### src/hw/wdt_defs.svh
// Behaviour
// - reset cause bits 7:4 always read zero
// - watchdog cause set by dog reset, cleared power-on/zero
// - brown-out cause set by brown-out, cleared power-on/zero
// - pin cause set by pin reset, cleared power-on/zero
// - power-on cause set at power-on, cleared by zero
// - irq flag set on timeout, cleared vector/one
// - irq request needs global and watchdog enable
// - irq-only mode interrupts each timeout, never resets
// - combined mode first timeout interrupts, not resets
// - vector in combined mode clears enable and flag
// - unserviced combined timeout issues system reset
// - unlock gates changes, self-clears after four cycles
// - reset enable held while dog cause set
// - prescale code selects 2048 to 1048576 cycles
// - reserved prescale codes use a valid period
// - unlock write then settings write within four
// - counter advances on separate oscillator cycles
// - restart instruction clears counter before timeout
// - always-on fuse forces reset-only mode
`ifndef WDT_DEFS_SVH
`define WDT_DEFS_SVH

`define CTRL_OFS      12'h060
`define CAUSE_OFS     12'h064
`define CS_IRQ_FLAG   7
`define CS_IRQ_EN     6
`define CS_PS_TOP     5
`define CS_UNLOCK     4
`define CS_RST_EN     3
`define CS_PS_LOW_HI  2
`define CS_PS_LOW_LO  0
`define PS_TOP_BIT    3
`define RC_DOG        3
`define RC_BO         2
`define RC_PIN        1
`define RC_POR        0
`define REG_W         8
`define UNLOCK_CYCLES 3'h4
`define UNLOCK_LAST   3'h1
`define UNLOCK_IDLE   3'h0
`define PS_CODE_MAX   4'h9
`define PS_RESET      4'h0
`define OSC_BASE      21'h000800
`define LIM_ONE       21'h000001
`define CNT_W         20
`define CNT_ONE       20'h00001
`define CNT_ZERO      20'h00000

`endif

### src/hw/wdt_pkg.sv
package wdt_pkg;
    typedef enum logic [1:0] {MODE_STOPPED, MODE_IRQ, MODE_RESET, MODE_COMBINED} mode_e;
    typedef logic [3:0] ps_code_t;
endpackage

### src/hw/wdt_if.sv
`timescale 1ns/100ps
`default_nettype none
interface wdt_if;
    logic              restart;
    logic              run;
    wdt_pkg::ps_code_t code;
    logic              timeout;
    modport core (input restart, input run, input code, output timeout);
    modport ctrl (output restart, output run, output code, input timeout);
endinterface
`default_nettype wire

### src/hw/watchdog_timer_reset_flags.sv
// The implementer's own choice: the APB register port.
`timescale 1ns/100ps
`default_nettype none
`include "wdt_defs.svh"

module watchdog_timer_reset_flags (
    input  wire logic        ref_clk,
    input  wire logic        rst_b,
    input  wire logic        psel,
    input  wire logic        penable,
    input  wire logic        pwrite,
    input  wire logic [11:0] paddr,
    input  wire logic [31:0] pwdata,
    output logic      [31:0] prdata,
    output logic             pready,
    output logic             pslverr,
    input  wire logic        wdt_osc,
    input  wire logic        always_on_fuse,
    input  wire logic        global_irq_enable,
    input  wire logic        irq_vector_taken,
    input  wire logic        dog_restart,
    input  wire logic        brownout_evt,
    input  wire logic        pin_rst_evt,
    output logic             timeout_irq,
    output logic             sys_rst_req
);
    logic                 pready_r;
    logic                 pslverr_r;
    logic [31:0]          prdata_r;
    logic                 fuse_s1_r;
    logic                 fuse_r;
    logic                 irq_flag_r;
    logic                 irq_en_r;
    logic                 rst_en_r;
    logic                 unlock_r;
    logic [2:0]           unlock_cnt_r;
    wdt_pkg::ps_code_t    ps_code_r;
    logic                 dog_flag_r;
    logic                 bo_flag_r;
    logic                 pin_flag_r;
    logic                 por_flag_r;
    logic                 sys_rst_req_r;
    logic                 timeout_irq_r;
    logic                 hit_ctrl;
    logic                 hit_cause;
    logic                 acc;
    logic                 wr_en;
    logic                 wr_ctrl;
    logic                 wr_cause;
    logic                 timeout;
    logic                 do_irq;
    logic                 do_rst;
    logic [`REG_W-1:0]    ctrl_rd;
    logic [`REG_W-1:0]    cause_rd;
    wdt_pkg::mode_e       mode;

    wdt_if wif ();

    wdt_count u_count (
        .ref_clk (ref_clk),
        .rst_b   (rst_b),
        .osc_pin (wdt_osc),
        .bus     (wif.core)
    );

    // counter only runs in a live mode; restart comes straight from the core
    assign wif.restart = dog_restart;
    assign wif.run     = (mode != wdt_pkg::MODE_STOPPED);
    assign wif.code    = ps_code_r;
    assign timeout     = wif.timeout;

    // fuse is a static strap but still crosses from outside: two flops
    always_ff @(posedge ref_clk)
    begin
        if (!rst_b)
        begin
            fuse_s1_r <= 1'b0;
            fuse_r    <= 1'b0;
        end
        else
        begin
            fuse_s1_r <= always_on_fuse;
            fuse_r    <= fuse_s1_r;
        end
    end

    // mode from the fuse and the two enables
    always_comb
    begin
        if (fuse_r)
            mode = wdt_pkg::MODE_RESET;
        else
        begin
            case ({rst_en_r, irq_en_r})
                2'b00:   mode = wdt_pkg::MODE_STOPPED;
                2'b01:   mode = wdt_pkg::MODE_IRQ;
                2'b10:   mode = wdt_pkg::MODE_RESET;
                2'b11:   mode = wdt_pkg::MODE_COMBINED;
                default: mode = wdt_pkg::MODE_STOPPED;
            endcase
        end
    end

    // combined mode: a pending flag means the last interrupt went unserviced
    assign do_irq = timeout & ((mode == wdt_pkg::MODE_IRQ)
                  | ((mode == wdt_pkg::MODE_COMBINED) & ~irq_flag_r));
    assign do_rst = timeout & ((mode == wdt_pkg::MODE_RESET)
                  | ((mode == wdt_pkg::MODE_COMBINED) & irq_flag_r));

    // apb decode; a write lands only at the edge where the master sees pready
    assign hit_ctrl  = (paddr == `CTRL_OFS);
    assign hit_cause = (paddr == `CAUSE_OFS);
    assign acc       = psel & penable;
    assign wr_en     = acc & pready_r & pwrite;
    assign wr_ctrl   = wr_en & hit_ctrl;
    assign wr_cause  = wr_en & hit_cause;

    // read views of the two byte registers
    always_comb
    begin
        ctrl_rd = '0;
        ctrl_rd[`CS_IRQ_FLAG] = irq_flag_r;
        ctrl_rd[`CS_IRQ_EN]   = irq_en_r;
        ctrl_rd[`CS_PS_TOP]   = ps_code_r[`PS_TOP_BIT];
        ctrl_rd[`CS_UNLOCK]   = unlock_r;
        ctrl_rd[`CS_RST_EN]   = rst_en_r;
        ctrl_rd[`CS_PS_LOW_HI:`CS_PS_LOW_LO] = ps_code_r[`PS_TOP_BIT-1:0];
        cause_rd = '0;
        cause_rd[`RC_DOG] = dog_flag_r;
        cause_rd[`RC_BO]  = bo_flag_r;
        cause_rd[`RC_PIN] = pin_flag_r;
        cause_rd[`RC_POR] = por_flag_r;
    end

    // one wait state: data and error are loaded on the first access edge
    always_ff @(posedge ref_clk)
    begin
        if (!rst_b)
        begin
            pready_r  <= 1'b0;
            pslverr_r <= 1'b0;
            prdata_r  <= '0;
        end
        else
        begin
            pready_r  <= acc & ~pready_r;
            pslverr_r <= acc & ~pready_r & ~(hit_ctrl | hit_cause);
            if (acc & ~pready_r & ~pwrite)
            begin
                prdata_r <= '0;
                if (hit_ctrl)
                    prdata_r[`REG_W-1:0] <= ctrl_rd;
                else if (hit_cause)
                    prdata_r[`REG_W-1:0] <= cause_rd;
            end
        end
    end

    // rst_b acts as power-on: other causes cleared, power-on cause marked;
    // hardware sets win over a software zero in the same cycle
    always_ff @(posedge ref_clk)
    begin
        if (!rst_b)
        begin
            dog_flag_r <= 1'b0;
            bo_flag_r  <= 1'b0;
            pin_flag_r <= 1'b0;
            por_flag_r <= 1'b1;
        end
        else
        begin
            dog_flag_r <= sys_rst_req_r | (dog_flag_r & ~(wr_cause & ~pwdata[`RC_DOG]));
            bo_flag_r  <= brownout_evt | (bo_flag_r & ~(wr_cause & ~pwdata[`RC_BO]));
            pin_flag_r <= pin_rst_evt | (pin_flag_r & ~(wr_cause & ~pwdata[`RC_PIN]));
            por_flag_r <= por_flag_r & ~(wr_cause & ~pwdata[`RC_POR]);
        end
    end

    // interrupt flag: timeout set beats vector and write-one clears
    always_ff @(posedge ref_clk)
    begin
        if (!rst_b)
            irq_flag_r <= 1'b0;
        else if (do_irq)
            irq_flag_r <= 1'b1;
        else if (irq_vector_taken | (wr_ctrl & pwdata[`CS_IRQ_FLAG]))
            irq_flag_r <= 1'b0;
    end

    // interrupt enable; vector in combined mode drops to reset-only
    always_ff @(posedge ref_clk)
    begin
        if (!rst_b)
            irq_en_r <= 1'b0;
        else if (fuse_r)
            irq_en_r <= 1'b0;
        else if (irq_vector_taken & rst_en_r)
            irq_en_r <= 1'b0;
        else if (wr_ctrl)
            irq_en_r <= pwdata[`CS_IRQ_EN];
    end

    // unlock window: armed only by writing ones to unlock and reset enable
    // together; any other control write consumes it, else it lapses after four cycles
    always_ff @(posedge ref_clk)
    begin
        if (!rst_b)
        begin
            unlock_r     <= 1'b0;
            unlock_cnt_r <= `UNLOCK_IDLE;
        end
        else if (wr_ctrl & pwdata[`CS_UNLOCK] & pwdata[`CS_RST_EN])
        begin
            unlock_r     <= 1'b1;
            unlock_cnt_r <= `UNLOCK_CYCLES;
        end
        else if (wr_ctrl | (unlock_cnt_r == `UNLOCK_LAST))
        begin
            unlock_r     <= 1'b0;
            unlock_cnt_r <= `UNLOCK_IDLE;
        end
        else if (unlock_cnt_r != `UNLOCK_IDLE)
            unlock_cnt_r <= unlock_cnt_r - `UNLOCK_LAST;
    end

    // reset enable: setting is free, clearing needs the unlock window;
    // the dog cause and the fuse pin it high so a failing system keeps resetting
    always_ff @(posedge ref_clk)
    begin
        if (!rst_b)
            rst_en_r <= 1'b0;
        else if (fuse_r | dog_flag_r)
            rst_en_r <= 1'b1;
        else if (wr_ctrl & (pwdata[`CS_RST_EN] | unlock_r))
            rst_en_r <= pwdata[`CS_RST_EN];
    end

    // prescale code changes only inside the unlock window
    always_ff @(posedge ref_clk)
    begin
        if (!rst_b)
            ps_code_r <= `PS_RESET;
        else if (wr_ctrl & unlock_r)
        begin
            ps_code_r[`PS_TOP_BIT] <= pwdata[`CS_PS_TOP];
            ps_code_r[`PS_TOP_BIT-1:0] <= pwdata[`CS_PS_LOW_HI:`CS_PS_LOW_LO];
        end
    end

    // outputs: one-cycle reset request and gated interrupt request
    always_ff @(posedge ref_clk)
    begin
        if (!rst_b)
        begin
            sys_rst_req_r <= 1'b0;
            timeout_irq_r <= 1'b0;
        end
        else
        begin
            sys_rst_req_r <= do_rst;
            timeout_irq_r <= irq_flag_r & irq_en_r & global_irq_enable;
        end
    end

    assign prdata      = prdata_r;
    assign pready      = pready_r;
    assign pslverr     = pslverr_r;
    assign sys_rst_req = sys_rst_req_r;
    assign timeout_irq = timeout_irq_r;
endmodule
`default_nettype wire

### src/hw/wdt_count.sv
`timescale 1ns/100ps
`default_nettype none
`include "wdt_defs.svh"

module wdt_count (
    input  wire logic ref_clk,
    input  wire logic rst_b,
    input  wire logic osc_pin,
    wdt_if.core       bus
);
    logic              osc_s1_r;
    logic              osc_s2_r;
    logic              osc_d_r;
    logic              osc_tick;
    wdt_pkg::ps_code_t code_eff;
    logic [`CNT_W:0]   lim;
    logic [`CNT_W:0]   lim_m1;
    logic [`CNT_W-1:0] term;
    logic [`CNT_W-1:0] count_r;
    logic              timeout_r;

    // oscillator pin is asynchronous to ref_clk: two flops before edge detect
    always_ff @(posedge ref_clk)
    begin
        if (!rst_b)
        begin
            osc_s1_r <= 1'b0;
            osc_s2_r <= 1'b0;
            osc_d_r  <= 1'b0;
        end
        else
        begin
            osc_s1_r <= osc_pin;
            osc_s2_r <= osc_s1_r;
            osc_d_r  <= osc_s2_r;
        end
    end
    assign osc_tick = osc_s2_r & ~osc_d_r;

    // reserved codes fall back to the longest valid period
    assign code_eff = (bus.code > `PS_CODE_MAX) ? `PS_CODE_MAX : bus.code;
    assign lim      = `OSC_BASE << code_eff;
    assign lim_m1   = lim - `LIM_ONE;
    assign term     = lim_m1[`CNT_W-1:0];

    // counter wraps at the terminal count and flags one timeout pulse
    always_ff @(posedge ref_clk)
    begin
        if (!rst_b)
        begin
            count_r   <= `CNT_ZERO;
            timeout_r <= 1'b0;
        end
        else if (bus.restart | ~bus.run)
        begin
            count_r   <= `CNT_ZERO;
            timeout_r <= 1'b0;
        end
        else if (osc_tick && count_r == term)
        begin
            count_r   <= `CNT_ZERO;
            timeout_r <= 1'b1;
        end
        else
        begin
            timeout_r <= 1'b0;
            if (osc_tick)
                count_r <= count_r + `CNT_ONE;
        end
    end
    assign bus.timeout = timeout_r;
endmodule
`default_nettype wire

### config.mk
export PLATFORM = sky130hd
export DESIGN_NAME = watchdog_timer_reset_flags
export DESIGN_NICKNAME = d
export VERILOG_FILES = /design/src/hw/wdt_pkg.sv /design/src/hw/wdt_if.sv /design/src/hw/watchdog_timer_reset_flags.sv /design/src/hw/wdt_count.sv
export VERILOG_INCLUDE_DIRS = /design/src /design/src/hw
export SDC_FILE = /design/constraint.sdc
export NUM_CORES = 1
export LEC_CHECK = 0
export ABC_AREA = 0
export BUFFER_PORTS_ARGS = -buffer_cell sky130_fd_sc_hd__buf_4
export CORE_UTILIZATION = 52
export DETAILED_ROUTE_END_ITERATION = 8
export GPL_TIMING_DRIVEN = 0
export MAX_ROUTING_LAYER = met4
export PLACE_DENSITY_LB_ADDON = 0.3
export SKIP_LAST_GASP = 1
export SLEW_MARGIN = 10
export SYNTH_ARGS = -nofsm -noshare
export SYNTH_HDL_FRONTEND = slang
export SYNTH_HIERARCHICAL = 1
export SYNTH_SLANG_ARGS = --single-unit
### constraint.sdc
create_clock -name ref_clk -period 3.3 [get_ports ref_clk]
set_input_delay 0 -clock ref_clk [delete_from_list [all_inputs] [get_ports ref_clk]]
set_output_delay 0 -clock ref_clk [all_outputs]
set_load 0.02 [all_outputs]
== Word level (Yosys, flattened, before mapping) ==
Index checks and enable logic that the tools add are counted.

* Eq/ne operators: 10
* Shift operators: 1
* Add/sub/neg operators: 3
* Muxes and demuxes: 15
* Reduce and logical (&&, ||, !) cells: 12
* Bitwise logic cells: 55
* Magnitude comparators: 1

{| class="wikitable"
|+ Operator list
! cell !! count
|-
| $and A1 B1 Y1 || 29
|-
| $eq A12 B7 Y1 const B || 2
|-
| $add A20 B1 Y20 const B || 1
|-
| $eq A20 B20 Y1 || 1
|-
| $shl A12 B4 Y20 const A || 1
|-
| $sub A20 B1 Y20 const B || 1
|-
| $not A1 Y1 || 15
|-
| $or A1 B1 Y1 || 11
|-
| $mux W3 || 3
|-
| $reduce_or A3 Y1 || 3
|-
| $eq A2 B2 Y1 const B || 4
|-
| $mux W4 || 2
|-
| $mux W8 || 1
|-
| $pmux W2 S4 || 1
|-
| $reduce_bool A2 Y1 || 4
|-
| $mux W1 || 7
|-
| $reduce_bool A3 Y1 || 2
|-
| $eq A2 B1 Y1 const B || 2
|-
| $gt A4 B4 Y1 const B || 1
|-
| $eq A3 B1 Y1 const B || 1
|-
| $sub A3 B1 Y3 const B || 1
|-
| $logic_not A2 Y1 || 1
|-
| $mux W2 || 1
|-
| $reduce_or A2 Y1 || 1
|-
| $logic_and A1 B1 Y1 || 1
|}

* Word-level logic and storage cells: 120
* Register bits: 53
* Input port bits: 56

== Longest topological paths before layout ==
* Depth in word-level cells: 8
* Mapped depth: 11
* Mapped depth without buffers: 8

== Hierarchy ==
The synthesis kept the hierarchy.

{| class="wikitable"
|+ Modules (own cells, without submodules)
! module !! seq. area each (µm²) !! cells each !! times used !! area an instance (µm²)
|-
| wdt_count || 480.5 || 167 || 1 || 1532.7
|-
| watchdog_timer_reset_flags || 580.6 || 167 || 1 || 1463.9
|}

== Least setup slack after synthesis ==
OpenSTA, ideal clock, no wires.

* Kind: register -> register
* Start point: register ps_code_r[1]
* End point: register u_count.count_r[11]
* Setup time: 135 ps
* Arrival time: 2571 ps
* Period minus slack after synthesis: 2706 ps
* Setup slack: 594 ps
* Cell stages (with the launch flop): 12
* Path buffers: 3
* Cell sequence: dfxtp_1 buf_6 nor4_1 inv_1 ha_1 buf_4 or3_4 a211oi_2 a31oi_1 a2111oi_4 buf_6 nor3_2

* Word-level cells in the longest chain between the ends: 7

{| class="wikitable"
|+ Ends and longest elaborated chain
! element !! RTL line !! RTL
|-
| from (decl) || watchdog_timer_reset_flags.sv:37 || <nowiki>wdt_pkg::ps_code_t ps_code_r;</nowiki>
|-
| from (signal assigned) || watchdog_timer_reset_flags.sv:242 || <nowiki>ps_code_r <= `PS_RESET;</nowiki>
|-
| from (signal, indexed assignment) || watchdog_timer_reset_flags.sv:245 || <nowiki>ps_code_r[`PS_TOP_BIT] <= pwdata[`CS_PS_TOP];</nowiki>
|-
| from (signal, indexed assignment) || watchdog_timer_reset_flags.sv:246 || <nowiki>ps_code_r[`PS_TOP_BIT-1:0] <= pwdata[`CS_PS_LOW_HI:`CS_PS_LOW_LO];</nowiki>
|-
| $gt A4 B4 Y1 (no line) || n/a ||
|-
| $mux W4 (*) || wdt_count.sv:41 || <nowiki>assign code_eff = (bus.code > `PS_CODE_MAX) ? `PS_CODE_MAX : bus.code;</nowiki>
|-
| $shl A12 B4 Y20 (no line) (*) || n/a ||
|-
| $sub A20 B1 Y20 (no line) (*) || n/a ||
|-
| $eq A20 B20 Y1 (*) || wdt_count.sv:59 || <nowiki>else if (osc_tick && count_r == term)</nowiki>
|-
| $logic_and A1 B1 Y1 (*) || wdt_count.sv:59 ||
|-
| $reduce_or A3 Y1 (no line) (*) || n/a ||
|-
| to (signal assigned) || wdt_count.sv:56 || <nowiki>count_r <= `CNT_ZERO;</nowiki>
|-
| to (signal assigned) || wdt_count.sv:61 || <nowiki>count_r <= `CNT_ZERO;</nowiki>
|-
| to (signal assigned) || wdt_count.sv:68 || <nowiki>count_r <= count_r + `CNT_ONE;</nowiki>
|-
| to (decl) || wdt_count.sv:19 || <nowiki>logic [`CNT_W-1:0] count_r;</nowiki>
|}

Mark *: on every way between the ends. The rest lies on a longest branch, timed or not.
A chain may end at the register's enable or synchronous reset.

== Worst setup path after layout ==
* Start point: register ps_code_r[1]
* End point: register u_count.count_r[12]

Same word-level chain as after synthesis.

==> key figures <==
Timing
  – Worst slew pin tran: 0.6295 ns
  – Setup Viol. Count Final: 0
  – Tmin final: 3.127 ns
  – Max Freq: between 0.3 and 0.4 GHz
  – Period utilization: around 95%
  – Final hold vios: 0
  – RSZ-0062 raised after global routing: false
  – Clock skew after layout: 0.01016 ns
  – Setup TNS: 0 ns
  – Rel. slew slack: roughly three fifths
  – Slew Viols, Final: 0

Routing
  – Drt total wl: 6482 um
  – Routed WL per cell: 13.04 um
  – Antenna Violating Nets Remaining: 0
  – DR vias: between 2000 and 3000
  – Drt initial violations: 112
  – Residual DRC: 0
  – DR vias/cell: 5.247
  – First drt pass iteration count: 4

Yosys
  – Leading post-synthesis cells by cell area: dfxtp_1 (35%), buf_4 (6.8%), xnor2_1 (4.1%), nor3_2 (3.7%), nand2_1 (3.5%)
  – Register area share after synthesis: 35.41%
  – Yosys top cell area share: 35.41%
  – Async SR Flop Fraction: 0%
  – Cells after synthesis: 334
  – Post-synth top flop: dfxtp_1
  – Cell taking the most area after synthesis: dfxtp_1
  – Yosys warns: 6
  – Synth cell count leaders: dfxtp_1 (53), nand2_1 (28), buf_4 (27)
  – Most frequent cell after synthesis: dfxtp_1
  – EDFF count, synth: 0
  – Synth unique cells: 65
  – Mean Syn Cell Area: approximately 9 um2
  – Register bit total from synthesis: between 50 and 60
  – Mapped cell area: 2997 um2

Worst setup path
  – Slowest-stage cell, CP: a2111oi_4
  – Crit-path leading delay family: simple AND/OR/NAND/NOR gates
  – Crit-path max FO: 10
  – CP dominant cell by count: buf_6
  – CP peak stage delay: approximately 0.54 ns
  – Setup crit start kind: register
  – Crit path capture type: register
  – WP buf/inv: 4
  – WS Path Type: reg -> reg
  – Worst path arrival time: between 3 and 4 ns
  – Crit-path cells: buf_6 > nor4_1 > inv_1 > ha_1 > buf_4 > or3_4 > a211oi_2 > a31oi_1 > a2111oi_4 > buf_6 > nor3_2
  – Data required, critical path: 3.47 ns

Clock tree
  – TritonCTS buffer count: 5
  – Clk buf depth: 2
  – Clk_lat worst skew: 0.31 ns
  – Clock sinks: between 50 and 60
  – CTS tree: built
  – CTS HTree Levels: 2
  – Post-cts repair resize count: 0
  – Post-CTS Setup Bufs: 0
  – Clk root buf: clkbuf_8
  – Clock-pin slew on the worst setup and hold paths: 0.10 ns

Pwr
  – Leakage power: ~1.6 nW
  – Power Total: 1.432 mW
  – Power Dens Cells: 377.9 nW/um2
  – VDD IR max: 0.3943 mV

Layout
  – Final Util: 68.41%
  – Synthesis-to-finish area growth: 26.47%
  – FF+latch area: 1061 um2
  – # fillers: 446
  – Fin nets: 485
  – Footprint of the multi-input gates: 1705 um2
  – Ant. Diodes: 0
  – Final Non-Filler Cells: 497
  – Share of post-route cells with drive strength above 1: 26.35%

Die
  – Initial core utilization: between 50% and 60%
  – Die X: 77.91 um
  – Floorplan core area: between 5000 and 6000 um2
  – FP Rows: 27
  – I/O pins: 92
  – DIE HEIGHT: 77.91 um
  – DIE AREA: just over 6000 um2

Status
  – Status: complete, no violations

Flow run
  – Max-cap violation count: 0

Placement
  – DP Wirelength: 4721 um
  – Cell count after placement: 472
  – RePlAce Congestion: 0.8501
  – Port Buffer Count: 43

Global routing
  – Total Routing Usage GR: 23.65%
  – Largest net degree at the start of global routing: 18
  – First-pass GRT wire length: about 11000 um
  – Vias in the first global route: roughly 2500
  – Grt total ovfl: 0
  – Initial antenna violation count: 0

Hold path
  – HP Class: in -> reg
==> metrics by stage <==
step,worst slack (ns),hold slack (ns),instance area [um2]
final,0.1734,0.001093,3790
after CTS,0.2003,0.003643,3790
after global routing,0.01759,0.02091,3790
after floorplan,0.5936,0.09983,3083
after detailed placement,0.2395,0.2129,3496
after global placement,0.3246,0.2093,3496
==> sequential cells by signal (all words and copies together), names as in the netlist, 3 cells and up <==
| signal | flops |
|---|---|
| u_count/count_r | 20 |
| prdata | 8 |
| unlock_cnt_r | 3 |
| ps_code_r | 4 |
==> worst min-delay path, delay by kind of cell <==
kind                   cells  cell delay (ns)
buffers and inverters      1             0.08
and+or+nand+nor            2             0.20
==> final timing paths <==
kind,start,to,slack (ns),depth (start not counted)
worst max-delay path,ps_code_r[1],u_count/count_r[12],0.17,11
worst min register to register,u_count/osc_s1_r,u_count/osc_s2_r,0.45,1
worst min-delay path,dog_restart,u_count/count_r[18],0.001,3
worst max register to register,ps_code_r[1],u_count/count_r[12],0.17,11
==> power by group <==
part           internal [mW]  total, mW  switching (mW)
Sequential             0.663      0.679          0.0163
Combinational          0.142      0.278           0.136
Clock                  0.252      0.475           0.223
==> timing repair <==
| action | in CTS | in global routing |
|---|---|---|
| hold buffers | 17 | 0 |
| endpoints found under the hold margin | 17 | 0 |
| endpoints found under the setup margin | 0 | 0 |
==> logic make-up after synthesis <==
group / count (synthesis) / share of synthesized area [%]
muxes: 10 / 3.507
xor gates and xnor gates: 23 / 6.723
buffers and inverters: 51 / 10.56
DFF: 53 / 35.41
other: 1 / 0.1251
and+or+nand+nor: 144 / 29.81
AOI/OAI and AO/OA: 47 / 11.77
adders and majority gates: 5 / 2.088
==> cell usage in the layout (no fill, tap or decap), drive strengths merged, types with 3 or more instances in the layout <==
cell type,count
o31ai,5
and2,5
buf,74
nand4,5
ha,5
or3,7
conb,24
nor2,21
mux2,4
inv,11
dlygate4sd3,17
dfxtp,53
xor2,9
nor4,4
a21oi,11
nand3,17
nor3,25
nand3b,4
mux2i,6
o21ai,9
nor2b,3
xnor2,14
a211o,3
and4,4
clkbuf,16
nand2,29
o21a,3
and3,4
==> metal layers <==
metal / track usage, % / wire length (um) / part of all wire (%) / vias up
met1: 26.75 / 2747 / 42 / 1210
li1: - / - / - / 1311
met3: 4.588 / 316 / 4.9 / 10
met2: 41.42 / 3335 / 51 / 77
met5: - / 0 / 0 / -
met4: 8.519 / 82 / 1.3 / 0
==> cell type report <==
type                    instances  area share, %
inverters                      10         0.9904
plain buffers                  41          7.362
multi-input cells             253          45.00
clock buffers                   6          2.179
flip-flops and latches         53          28.00
clock inverters                 2          1.089
well taps                      72          2.377
repair buffers                 60          13.01
No activity file was read; power rests on OpenSTA's default activity.
